`src/common/pmc_pkg.sv`:
```
// constants, field layout and types of the power manager register block
// Functional notes
// - core clock status bit resets to one
// - enable register sets peripheral clock bits
// - disable register clears peripheral clock bits
// - status shows peripheral clocks, zero at reset
// - fixed peripheral bit positions, others unused
// - bypass bit picks crystal or external clock
// - oscillator enable bit, mode resets zero
// - output disable bit tri-states clock pin
// - prescaler divides by powers of two
// - zero factor stops PLL, else multiplies
// - two-bit clock source selection codes
// - startup counter loads on enable, slow/8
// - lock counter loads on factor change
// - shutdown command applies shutdown selection
// - wake command applies wake selection
// - wake command wins when both written
// - pin code: float, low, high, reserved
// - stable flag set when startup count ends
// - lock flag set when lock count ends
package pmc_pkg;

   localparam logic [7:0] SYS_CLOCK_ENABLE_OFF     = 8'h00;
   localparam logic [7:0] SYS_CLOCK_DISABLE_OFF    = 8'h04;
   localparam logic [7:0] SYSTEM_CLOCK_STATE_OFF   = 8'h08;
   localparam logic [7:0] PERIPH_CLOCK_ENABLE_OFF  = 8'h10;
   localparam logic [7:0] PERIPH_CLOCK_DISABLE_OFF = 8'h14;
   localparam logic [7:0] PERIPH_CLOCK_STATE_OFF   = 8'h18;
   localparam logic [7:0] CLOCK_GENERATOR_MODE_OFF = 8'h20;
   localparam logic [7:0] POWER_COMMAND_OFF        = 8'h28;
   localparam logic [7:0] POWER_MODE_OFF           = 8'h2c;
   localparam logic [7:0] POWER_STATUS_OFF         = 8'h30;

   localparam int SERIAL0_CLOCK_BIT       = 2;
   localparam int TIMER0_CLOCK_BIT        = 6;
   localparam int TIMER5_CLOCK_BIT        = 11;
   localparam int PORT_A_CLOCK_BIT        = 13;
   localparam int ANALOG_OUT1_CLOCK_BIT   = 18;
   localparam logic [31:0] PERIPH_MASK    = 32'h0007effc;

   localparam int OSC_BYPASS_BIT          = 0;
   localparam int OSC_ENABLE_BIT          = 1;
   localparam int CLOCK_OUT_DISABLE_BIT   = 2;
   localparam int DIVIDER_SELECT_LSB      = 4;
   localparam int PLL_FACTOR_LSB          = 8;
   localparam int SOURCE_SELECT_LSB       = 14;
   localparam int OSC_STARTUP_COUNT_LSB   = 16;
   localparam int PLL_LOCK_COUNT_LSB      = 24;
   localparam logic [31:0] MODE_MASK      = 32'h3fffff77;
   localparam logic [31:0] MODE_RESET     = 32'h00000000;

   localparam int SHUTDOWN_COMMAND_BIT    = 0;
   localparam int WAKE_ACK_COMMAND_BIT    = 1;
   localparam int SHUTDOWN_SELECT_LSB     = 0;
   localparam int WAKE_ACK_SELECT_LSB     = 2;
   localparam logic [3:0] POWER_MODE_RESET = 4'h1;
   localparam int STABLE_FLAG_BIT         = 0;
   localparam int LOCK_FLAG_BIT           = 1;

   localparam logic [1:0] SRC_SLOW        = 2'h0;
   localparam logic [1:0] SRC_MAIN_OSC    = 2'h1;
   localparam logic [1:0] SRC_PLL         = 2'h2;
   localparam logic [2:0] DIV_RESERVED    = 3'h7;

   localparam logic [1:0] PIN_CODE_FLOAT  = 2'h0;
   localparam logic [1:0] PIN_CODE_LOW    = 2'h1;
   localparam logic [1:0] PIN_CODE_HIGH   = 2'h2;

   localparam int SLOW_CLOCK_HZ           = 32768;
   localparam int SYS_CLOCK_HZ            = 10000000;
   localparam int STARTUP_TICK_DIV        = 8;

   localparam logic [1:0] RESP_OKAY       = 2'h0;
   localparam logic [1:0] RESP_SLVERR     = 2'h2;

   typedef enum logic [2:0] {
      PIN_FLOAT      = 3'h1,
      PIN_DRIVE_LOW  = 3'h2,
      PIN_DRIVE_HIGH = 3'h4
   } pmc_pin_state_t;

endpackage

```
`src/rtl/pmc_power_manager.sv`:
```
// power manager: clock enables, clock generator, shutdown pin, axi-lite
//
// Register access over AXI4-Lite was left to the implementer.
module pmc_power_manager
   import pmc_pkg::*;
(
   input  wire logic        aclk,
   input  wire logic        aresetn,
   input  wire logic [7:0]  s_axi_awaddr,
   input  wire logic        s_axi_awvalid,
   output      logic        s_axi_awready,
   input  wire logic [31:0] s_axi_wdata,
   input  wire logic [3:0]  s_axi_wstrb,
   input  wire logic        s_axi_wvalid,
   output      logic        s_axi_wready,
   output      logic [1:0]  s_axi_bresp,
   output      logic        s_axi_bvalid,
   input  wire logic        s_axi_bready,
   input  wire logic [7:0]  s_axi_araddr,
   input  wire logic        s_axi_arvalid,
   output      logic        s_axi_arready,
   output      logic [31:0] s_axi_rdata,
   output      logic [1:0]  s_axi_rresp,
   output      logic        s_axi_rvalid,
   input  wire logic        s_axi_rready,
   input  wire logic        slow_clock_in,
   output      logic        core_clock_run,
   output      logic [31:0] periph_clock_en,
   output      logic        oscillator_enable,
   output      logic        oscillator_bypass,
   output      logic        osc_output_pin_oe,
   output      logic [5:0]  pll_factor,
   output      logic [1:0]  clock_source_select,
   output      logic        master_clock,
   output      logic        clock_output_pin_out,
   output      logic        clock_output_pin_oe,
   output      logic        power_off_pin_out,
   output      logic        power_off_pin_oe
);

   function automatic logic pmc_mapped(input logic [7:0] a);
      case (a)
         SYS_CLOCK_ENABLE_OFF, SYS_CLOCK_DISABLE_OFF,
         SYSTEM_CLOCK_STATE_OFF, PERIPH_CLOCK_ENABLE_OFF,
         PERIPH_CLOCK_DISABLE_OFF, PERIPH_CLOCK_STATE_OFF,
         CLOCK_GENERATOR_MODE_OFF, POWER_COMMAND_OFF,
         POWER_MODE_OFF, POWER_STATUS_OFF: pmc_mapped = 1'b1;
         default:                          pmc_mapped = 1'b0;
      endcase
   endfunction

   function automatic pmc_pin_state_t pmc_pin_decode(input logic [1:0] c);
      case (c)
         PIN_CODE_LOW:  pmc_pin_decode = PIN_DRIVE_LOW;
         PIN_CODE_HIGH: pmc_pin_decode = PIN_DRIVE_HIGH;
         // reserved code is taken as float, the safe pin state
         default:       pmc_pin_decode = PIN_FLOAT;
      endcase
   endfunction

   logic [7:0]     aw_addr_reg;
   logic           aw_held_reg;
   logic [31:0]    w_data_reg;
   logic [3:0]     w_strb_reg;
   logic           w_held_reg;
   logic           core_run_reg;
   logic [31:0]    periph_reg;
   logic [31:0]    mode_reg;
   logic [3:0]     pmode_reg;
   pmc_pin_state_t pin_state_reg;
   logic [2:0]     slow_sync_reg;
   logic [2:0]     slow_div_reg;
   logic [7:0]     osc_cnt_reg;
   logic           stable_reg;
   logic [5:0]     pll_cnt_reg;
   logic           lock_reg;
   logic [5:0]     clock_divider_select_cnt_reg;
   logic           mclk_reg;
   logic           clk_pin_reg;
   logic           do_write;
   logic [31:0]    wval;
   logic           slow_tick;
   logic           startup_tick;
   logic           mode_wr;
   logic           src_tick;
   logic [5:0]     clock_divider_select_limit;

   ////////////////////////////////////////////////////////////////////////
   // axi-lite write side: address and data latched in either order

   assign do_write = aw_held_reg && w_held_reg && !s_axi_bvalid;
   assign wval     = w_data_reg & {{8{w_strb_reg[3]}}, {8{w_strb_reg[2]}},
                                   {8{w_strb_reg[1]}}, {8{w_strb_reg[0]}}};

   always_ff @(posedge aclk) begin
      if (!aresetn) begin
         aw_held_reg   <= 1'b0;
         aw_addr_reg   <= 8'h00;
         s_axi_awready <= 1'b1;
      end else if (s_axi_awvalid && s_axi_awready) begin
         aw_held_reg   <= 1'b1;
         aw_addr_reg   <= s_axi_awaddr;
         s_axi_awready <= 1'b0;
      end else if (s_axi_bvalid && s_axi_bready) begin
         aw_held_reg   <= 1'b0;
         s_axi_awready <= 1'b1;
      end
   end

   always_ff @(posedge aclk) begin
      if (!aresetn) begin
         w_held_reg   <= 1'b0;
         w_data_reg   <= 32'h00000000;
         w_strb_reg   <= 4'h0;
         s_axi_wready <= 1'b1;
      end else if (s_axi_wvalid && s_axi_wready) begin
         w_held_reg   <= 1'b1;
         w_data_reg   <= s_axi_wdata;
         w_strb_reg   <= s_axi_wstrb;
         s_axi_wready <= 1'b0;
      end else if (s_axi_bvalid && s_axi_bready) begin
         w_held_reg   <= 1'b0;
         s_axi_wready <= 1'b1;
      end
   end

   always_ff @(posedge aclk) begin
      if (!aresetn) begin
         s_axi_bvalid <= 1'b0;
         s_axi_bresp  <= RESP_OKAY;
      end else if (do_write) begin
         s_axi_bvalid <= 1'b1;
         s_axi_bresp  <= pmc_mapped(aw_addr_reg) ? RESP_OKAY : RESP_SLVERR;
      end else if (s_axi_bready) begin
         s_axi_bvalid <= 1'b0;
      end
   end

   ////////////////////////////////////////////////////////////////////////
   // axi-lite read side, one cycle to answer

   always_ff @(posedge aclk) begin
      if (!aresetn) begin
         s_axi_arready <= 1'b1;
         s_axi_rvalid  <= 1'b0;
         s_axi_rdata   <= 32'h00000000;
         s_axi_rresp   <= RESP_OKAY;
      end else if (s_axi_arvalid && s_axi_arready) begin
         s_axi_arready <= 1'b0;
         s_axi_rvalid  <= 1'b1;
         s_axi_rresp   <= pmc_mapped(s_axi_araddr) ? RESP_OKAY : RESP_SLVERR;
         case (s_axi_araddr)
            SYSTEM_CLOCK_STATE_OFF:   s_axi_rdata <= {31'h0, core_run_reg};
            PERIPH_CLOCK_STATE_OFF:   s_axi_rdata <= periph_reg;
            CLOCK_GENERATOR_MODE_OFF: s_axi_rdata <= mode_reg;
            POWER_MODE_OFF:           s_axi_rdata <= {28'h0, pmode_reg};
            POWER_STATUS_OFF:         s_axi_rdata <= {30'h0, lock_reg,
                                                      stable_reg};
            default:                  s_axi_rdata <= 32'h00000000;
         endcase
      end else if (s_axi_rvalid && s_axi_rready) begin
         s_axi_arready <= 1'b1;
         s_axi_rvalid  <= 1'b0;
      end
   end

   ////////////////////////////////////////////////////////////////////////
   // clock enable registers

   always_ff @(posedge aclk) begin
      if (!aresetn) begin
         core_run_reg <= 1'b1;
      end else if (do_write && aw_addr_reg == SYS_CLOCK_ENABLE_OFF &&
                   wval[0]) begin
         core_run_reg <= 1'b1;
      end else if (do_write && aw_addr_reg == SYS_CLOCK_DISABLE_OFF &&
                   wval[0]) begin
         core_run_reg <= 1'b0;
      end
   end

   always_ff @(posedge aclk) begin
      if (!aresetn) begin
         periph_reg <= 32'h00000000;
      end else if (do_write && aw_addr_reg == PERIPH_CLOCK_ENABLE_OFF) begin
         periph_reg <= periph_reg | (wval & PERIPH_MASK);
      end else if (do_write && aw_addr_reg == PERIPH_CLOCK_DISABLE_OFF) begin
         periph_reg <= periph_reg & ~(wval & PERIPH_MASK);
      end
   end

   ////////////////////////////////////////////////////////////////////////
   // clock generator mode and power mode registers

   assign mode_wr = do_write && aw_addr_reg == CLOCK_GENERATOR_MODE_OFF;

   always_ff @(posedge aclk) begin
      if (!aresetn) begin
         mode_reg <= MODE_RESET;
      end else if (mode_wr) begin
         mode_reg <= wval & MODE_MASK;
      end
   end

   always_ff @(posedge aclk) begin
      if (!aresetn) begin
         pmode_reg <= POWER_MODE_RESET;
      end else if (do_write && aw_addr_reg == POWER_MODE_OFF) begin
         pmode_reg <= wval[3:0];
      end
   end

   ////////////////////////////////////////////////////////////////////////
   // slow clock sampling; stage 0 feeds stage 1 only

   always_ff @(posedge aclk) begin
      if (!aresetn) begin
         slow_sync_reg <= 3'h0;
      end else begin
         slow_sync_reg <= {slow_sync_reg[1:0], slow_clock_in};
      end
   end

   assign slow_tick    = slow_sync_reg[1] && !slow_sync_reg[2];
   assign startup_tick = slow_tick && slow_div_reg == 3'h7;

   always_ff @(posedge aclk) begin
      if (!aresetn) begin
         slow_div_reg <= 3'h0;
      end else if (slow_tick) begin
         slow_div_reg <= slow_div_reg + 3'h1;
      end
   end

   ////////////////////////////////////////////////////////////////////////
   // oscillator start-up and pll lock counters

   // load on enable set, count slow/8
   always_ff @(posedge aclk) begin
      if (!aresetn) begin
         osc_cnt_reg <= 8'h00;
         stable_reg  <= 1'b0;
      end else if (mode_wr && !wval[OSC_ENABLE_BIT]) begin
         osc_cnt_reg <= 8'h00;
         stable_reg  <= 1'b0;
      end else if (mode_wr && !mode_reg[OSC_ENABLE_BIT]) begin
         osc_cnt_reg <= wval[OSC_STARTUP_COUNT_LSB +: 8];
         stable_reg  <= wval[OSC_STARTUP_COUNT_LSB +: 8] == 8'h00;
      end else if (startup_tick && osc_cnt_reg != 8'h00) begin
         osc_cnt_reg <= osc_cnt_reg - 8'h01;
         if (osc_cnt_reg == 8'h01) begin
            stable_reg <= 1'b1;
         end
      end
   end

   always_ff @(posedge aclk) begin
      if (!aresetn) begin
         pll_cnt_reg <= 6'h00;
         lock_reg    <= 1'b0;
      end else if (mode_wr && wval[PLL_FACTOR_LSB +: 6] !=
                   mode_reg[PLL_FACTOR_LSB +: 6]) begin
         if (wval[PLL_FACTOR_LSB +: 6] == 6'h00) begin
            pll_cnt_reg <= 6'h00;
            lock_reg    <= 1'b0;
         end else if (wval[PLL_LOCK_COUNT_LSB +: 6] != 6'h00) begin
            pll_cnt_reg <= wval[PLL_LOCK_COUNT_LSB +: 6];
            lock_reg    <= 1'b0;
         end
      end else if (slow_tick && pll_cnt_reg != 6'h00) begin
         pll_cnt_reg <= pll_cnt_reg - 6'h01;
         if (pll_cnt_reg == 6'h01) begin
            lock_reg <= 1'b1;
         end
      end
   end

   ////////////////////////////////////////////////////////////////////////
   // master clock enable: source tick, then prescaler

   // source choice; reserved and unready give no tick
   always_comb begin
      src_tick = 1'b0;
      case (mode_reg[SOURCE_SELECT_LSB +: 2])
         SRC_SLOW:     src_tick = slow_tick;
         SRC_MAIN_OSC: src_tick = stable_reg;
         SRC_PLL:      src_tick = lock_reg &&
                                  mode_reg[PLL_FACTOR_LSB +: 6] != 6'h00;
         default:      src_tick = 1'b0;
      endcase
   end

   // divide by two to the field
   assign clock_divider_select_limit = 6'((7'h1 << mode_reg[DIVIDER_SELECT_LSB +: 3]) - 7'h1);

   always_ff @(posedge aclk) begin
      if (!aresetn) begin
         clock_divider_select_cnt_reg <= 6'h00;
         mclk_reg     <= 1'b0;
      end else begin
         mclk_reg <= 1'b0;
         if (src_tick &&
             mode_reg[DIVIDER_SELECT_LSB +: 3] != DIV_RESERVED) begin
            if (clock_divider_select_cnt_reg >= clock_divider_select_limit) begin
               clock_divider_select_cnt_reg <= 6'h00;
               mclk_reg     <= 1'b1;
            end else begin
               clock_divider_select_cnt_reg <= clock_divider_select_cnt_reg + 6'h01;
            end
         end
      end
   end

   // pin shows a square wave at half the enable rate
   always_ff @(posedge aclk) begin
      if (!aresetn) begin
         clk_pin_reg <= 1'b0;
      end else if (mclk_reg) begin
         clk_pin_reg <= !clk_pin_reg;
      end
   end

   ////////////////////////////////////////////////////////////////////////
   // shutdown pin state, kept until the next command

   always_ff @(posedge aclk) begin
      if (!aresetn) begin
         pin_state_reg <= PIN_FLOAT;
      end else if (do_write && aw_addr_reg == POWER_COMMAND_OFF) begin
         if (wval[WAKE_ACK_COMMAND_BIT]) begin
            pin_state_reg <= pmc_pin_decode(pmode_reg[WAKE_ACK_SELECT_LSB +: 2]);
         end else if (wval[SHUTDOWN_COMMAND_BIT]) begin
            pin_state_reg <= pmc_pin_decode(pmode_reg[SHUTDOWN_SELECT_LSB +: 2]);
         end
      end
   end

   ////////////////////////////////////////////////////////////////////////
   // registered outputs

   always_ff @(posedge aclk) begin
      if (!aresetn) begin
         power_off_pin_out <= 1'b0;
         power_off_pin_oe  <= 1'b0;
      end else begin
         case (pin_state_reg)
            PIN_DRIVE_LOW: begin
               power_off_pin_out <= 1'b0;
               power_off_pin_oe  <= 1'b1;
            end
            PIN_DRIVE_HIGH: begin
               power_off_pin_out <= 1'b1;
               power_off_pin_oe  <= 1'b1;
            end
            default: begin
               power_off_pin_out <= 1'b0;
               power_off_pin_oe  <= 1'b0;
            end
         endcase
      end
   end

   // outputs lag their registers by one cycle
   always_ff @(posedge aclk) begin
      if (!aresetn) begin
         core_clock_run       <= 1'b1;
         periph_clock_en      <= 32'h00000000;
         oscillator_enable    <= 1'b0;
         oscillator_bypass    <= 1'b0;
         osc_output_pin_oe    <= 1'b0;
         pll_factor           <= 6'h00;
         clock_source_select  <= SRC_SLOW;
         master_clock         <= 1'b0;
         clock_output_pin_out <= 1'b0;
         clock_output_pin_oe  <= 1'b0;
      end else begin
         core_clock_run       <= core_run_reg;
         periph_clock_en      <= periph_reg;
         oscillator_enable    <= mode_reg[OSC_ENABLE_BIT];
         oscillator_bypass    <= mode_reg[OSC_BYPASS_BIT];
         osc_output_pin_oe    <= mode_reg[OSC_ENABLE_BIT] &&
                                 !mode_reg[OSC_BYPASS_BIT];
         pll_factor           <= mode_reg[PLL_FACTOR_LSB +: 6];
         clock_source_select  <= mode_reg[SOURCE_SELECT_LSB +: 2];
         master_clock         <= mclk_reg;
         clock_output_pin_out <= clk_pin_reg;
         clock_output_pin_oe  <= !mode_reg[CLOCK_OUT_DISABLE_BIT];
      end
   end

   ////////////////////////////////////////////////////////////////////////
   // checks

   // write value one cycle late, for the post-write checks
   logic [31:0] wval_q;
   always_ff @(posedge aclk) begin
      wval_q <= wval;
   end
endmodule // pmc_power_manager

```
`config.mk`:
```
export PLATFORM = sky130hd
export DESIGN_NAME = pmc_power_manager
export DESIGN_NICKNAME = d
export VERILOG_FILES = /design/src/common/pmc_pkg.sv /design/src/rtl/pmc_power_manager.sv
export SDC_FILE = /design/constraint.sdc
export NUM_CORES = 1
export LEC_CHECK = 0
export BUFFER_PORTS_ARGS = -buffer_cell sky130_fd_sc_hd__buf_2
export CORE_UTILIZATION = 53
export DETAILED_ROUTE_END_ITERATION = 8
export GPL_ROUTABILITY_DRIVEN = 0
export MAX_ROUTING_LAYER = met4
export PLACE_DENSITY = 0.78
export RECOVER_POWER = 50
export SYNTH_ARGS = -nofsm -noshare
export SYNTH_HDL_FRONTEND = slang
export SYNTH_SLANG_ARGS = --single-unit
```
`constraint.sdc`:
```
create_clock -name aclk -period 3.8 [get_ports aclk]
set_input_delay 0.76 -clock aclk [delete_from_list [all_inputs] [get_ports aclk]]
set_output_delay 0.76 -clock aclk [all_outputs]
set_load 0.005 [all_outputs]
```
==> results.cfg <==
[floorplan]
start_util = 0.542
core_area_um2 = 15200
fp.dieW_um = 127
fp.dieArea_um2 = 16100
die_h_um = 127
num_rows = 45
io-pin-count = 150

[clock_tree]
clock-sinks = 196
cts_tree = done
hold_buffers = 0
cts_inserted_buffers = 17
ctsRootBufferMaster = clkbuf_16
worstSkewPairLatency_ns = 0.43
ctsResizeCount = 0
htree_levels = 4
cts_setup_buffers = 0
cts.path.max_buffers = 2
cts.clk_slew.worst_paths_ns = 0.07

[setup_path]
worstSetupStartpointType = primary input
crit_top_cell = clkbuf_1
required_ns = 4.10
arrival_ns = 3.08
path_depth = 5
cp_num_buf_inv = 4
r2r_end = clock_divider_select_cnt_reg[2]
cpPeakStageDelay_ns = 1.01
crit_family = buffers and inverters
rr_startpoint = mode_reg[4]
crit_fanout = 37
path_cells = clkbuf_1 -> inv_4 -> clkbuf_1 -> buf_4 -> a21oi_1
reg2reg_depth = 8
path_class = primary input to flip-flop
worstSetupEndpointType = flip-flop
slowest_stage = clkbuf_1
reg2reg_slack_ns = 1.11

[worst_hold_path]
hold_end = slow_sync_reg[1]
hold_path_class = flip-flop to flip-flop
hold_depth = 1
min_from = slow_sync_reg[0]

[place]
hpwlAfterDp_um = 13700
portBuffers = 127
place_inst = 1237

[global_routing]
antenna_found_initial = 0
grt_start_max_net_pins = 56
grt_usage = 0.258
grt_pass1_vias = 6381
grt_overflow_total = 0
grt_pass1_wl_um = 32000

[drt]
routed_wl_um = 19700
top_layer = met4
avgViaCountPerCell = 5.66
vias = 7183
dr.pass1.iters = 5
wl_per_cell_um = 15.5
drcViolationCount = 0
routed-wl-met3_um = 1230
drtIter0Drc = 546
m1WireLength_um = 9490
detail-route-antenna-nets = 0
wl_met2_um = 8620

[synth]
ys.flop_type = dfxtp_1
synth_area_leaders = dfxtp_1 48%, nand2_1 7.8%, a21oi_1 7.6%
synth_seq_area_share = 0.476
synth_top_area_share = 0.476
synthArstFlopShare = 0
syn_area_per_cell_um2 = 8.46
synth_cells = 974
yosysTopAreaCell = dfxtp_1
synth_common_cells = 196 x dfxtp_1, 172 x nand2_1, 125 x a21oi_1
ys_ff_latch = 196
synth_edf_count = 0
yosysMostFrequentCell = dfxtp_1
netlist_area_um2 = 8240
yosys_warnings = 0
synth_cell_type_count = 67

[timing]
rsz0062_at_grt = no
finalSetupViolCount = 0
period_minus_slack_ns = 2.77
worst_slew_pin_slew_ns = 1.32
setup_tns_ns = 0
fmax_mhz = 361
clock_skew_ns = 0.00933
hold_violations = 0
relSlewSlack = 0.123
drv_slew = 0
period_share = 0.730

[pwr]
p_int_w = 0.00329
p_switching_w = 0.000991
p_per_area_nw_per_um2 = 453
peakVddDrop_v = 0.000318
pwr-share-comb = 0.061
swShare = 0.231
pwr-share-clk = 0.433
seq_power_share = 0.506
p_leak_nw = 3.67

[layout]
area_growth_pct = 14.6
drive_gt1_frac = 0.166
num_antenna_cells = 0
fin_cells = 1268
nNetsFinal = 1147

[flow_run]
drv_cap = 0

[run_status]
outcome = finished, final reports clean
[metrics by stage]
stage / power [W] / hold WS (ns) / utilization / instance area (um^2) / worst slack (ns)
2_1_floorplan: 0.00238 / 0.412 / - / 8310 / 1.34
3_3_place_gp: 0.00247 / 0.420 / 0.583 / 8860 / 1.16
3_5_place_dp: 0.00247 / 0.429 / 0.583 / 8860 / 1.13
4_1_cts: 0.00430 / 0.443 / 0.623 / 9480 / 1.09
5_1_grt: 0.00442 / 0.459 / 0.621 / 9450 / 0.864
6_report: 0.00428 / 0.439 / 0.621 / 9450 / 1.03
[placed cells by master, fill, tap and decap left out, types with 4 or more instances in the layout]
cell type	netlist	layout
nor3_1	32	31
nor3b_1	5	5
nand2b_1	5	5
clkbuf_16	0	17
a21oi_1	125	125
a211oi_1	6	6
nand3_1	57	57
a311oi_1	7	7
nand2_1	172	172
o21ai_0	21	21
inv_1	14	13
and3_1	5	5
clkbuf_1	48	16
buf_2	10	114
nand3b_1	4	4
mux2i_1	4	4
nand4_1	6	6
clkinvlp_4	0	4
dfxtp_1	196	196
conb_1	1	20
buf_4	22	11
and2_0	0	16
a31oi_1	9	9
nor4_1	5	5
ha_1	19	19
nor2_1	60	60
and2_1	39	23
nor2b_1	5	5
xnor2_1	13	13
a221oi_1	14	14
xor2_1	8	8
[per-layer routing]
layer | up-vias | track usage
li1 | 3522 | -
met1 | 3354 | 0.351
met2 | 278 | 0.393
met3 | 29 | 0.0443
met4 | 0 | 0.0784
met5 | - | -
[power by group through the flow]
stage	Combinational, W	Clock, W	Sequential, W
3_5_place_dp	0.000260	0	0.00221
4_1_cts	0.000261	0.00187	0.00217
5_1_grt	0.000292	0.00196	0.00217
6_report	0.000260	0.00185	0.00217
2_1_floorplan	0.000194	0	0.00219
3_3_place_gp	0.000255	0	0.00221
[final cells by class]
cell class / count / area [um^2]
Clock inverter: 11 / 151
Sequential cell: 196 / 3920
Inverter: 14 / 55.1
Timing Repair Buffer: 142 / 717
Fill cell: 1313 / 5760
Multi-Input combinational cell: 697 / 3900
Clock buffer: 20 / 467
Tap cell: 188 / 235
[worst reg2reg max path, cell delays in order (launching register included)]
cell and delay (ns):
dfxtp_1 0.35, or3_1 0.39, ha_1 0.27, nand2b_1 0.13, a21o_1 0.17, a21o_1 0.17, a2111oi_1 0.69, nor3_1 0.21
nor3_1 0.23
[kinds of logic (layout without fill, tap and decap cells)]
group / after synthesis / count (layout) / synth area share
simple gates: 411 / 411 / 0.238
compound gates: 219 / 219 / 0.165
flops: 196 / 196 / 0.476
buf+inv: 100 / 187 / 0.0603
xor+xnor: 21 / 21 / 0.0223
fa+ha+maj: 19 / 19 / 0.0288
mux: 7 / 7 / 0.00941
other cells: 1 / 20 / 0.000455
[how the worst max path moves through the flow]
stage,start,end
after floorplan,mode_reg[6],clock_divider_select_cnt_reg[2]
after global placement,mode_reg[4],clock_divider_select_cnt_reg[3]
after detailed placement,mode_reg[4],clock_divider_select_cnt_reg[3]
after CTS,mode_reg[4],clock_divider_select_cnt_reg[2]
after global routing,mode_reg[4],clock_divider_select_cnt_reg[4]
final,aresetn,s_axi_rdata[28]
No activity file was read; power rests on OpenSTA's default activity.
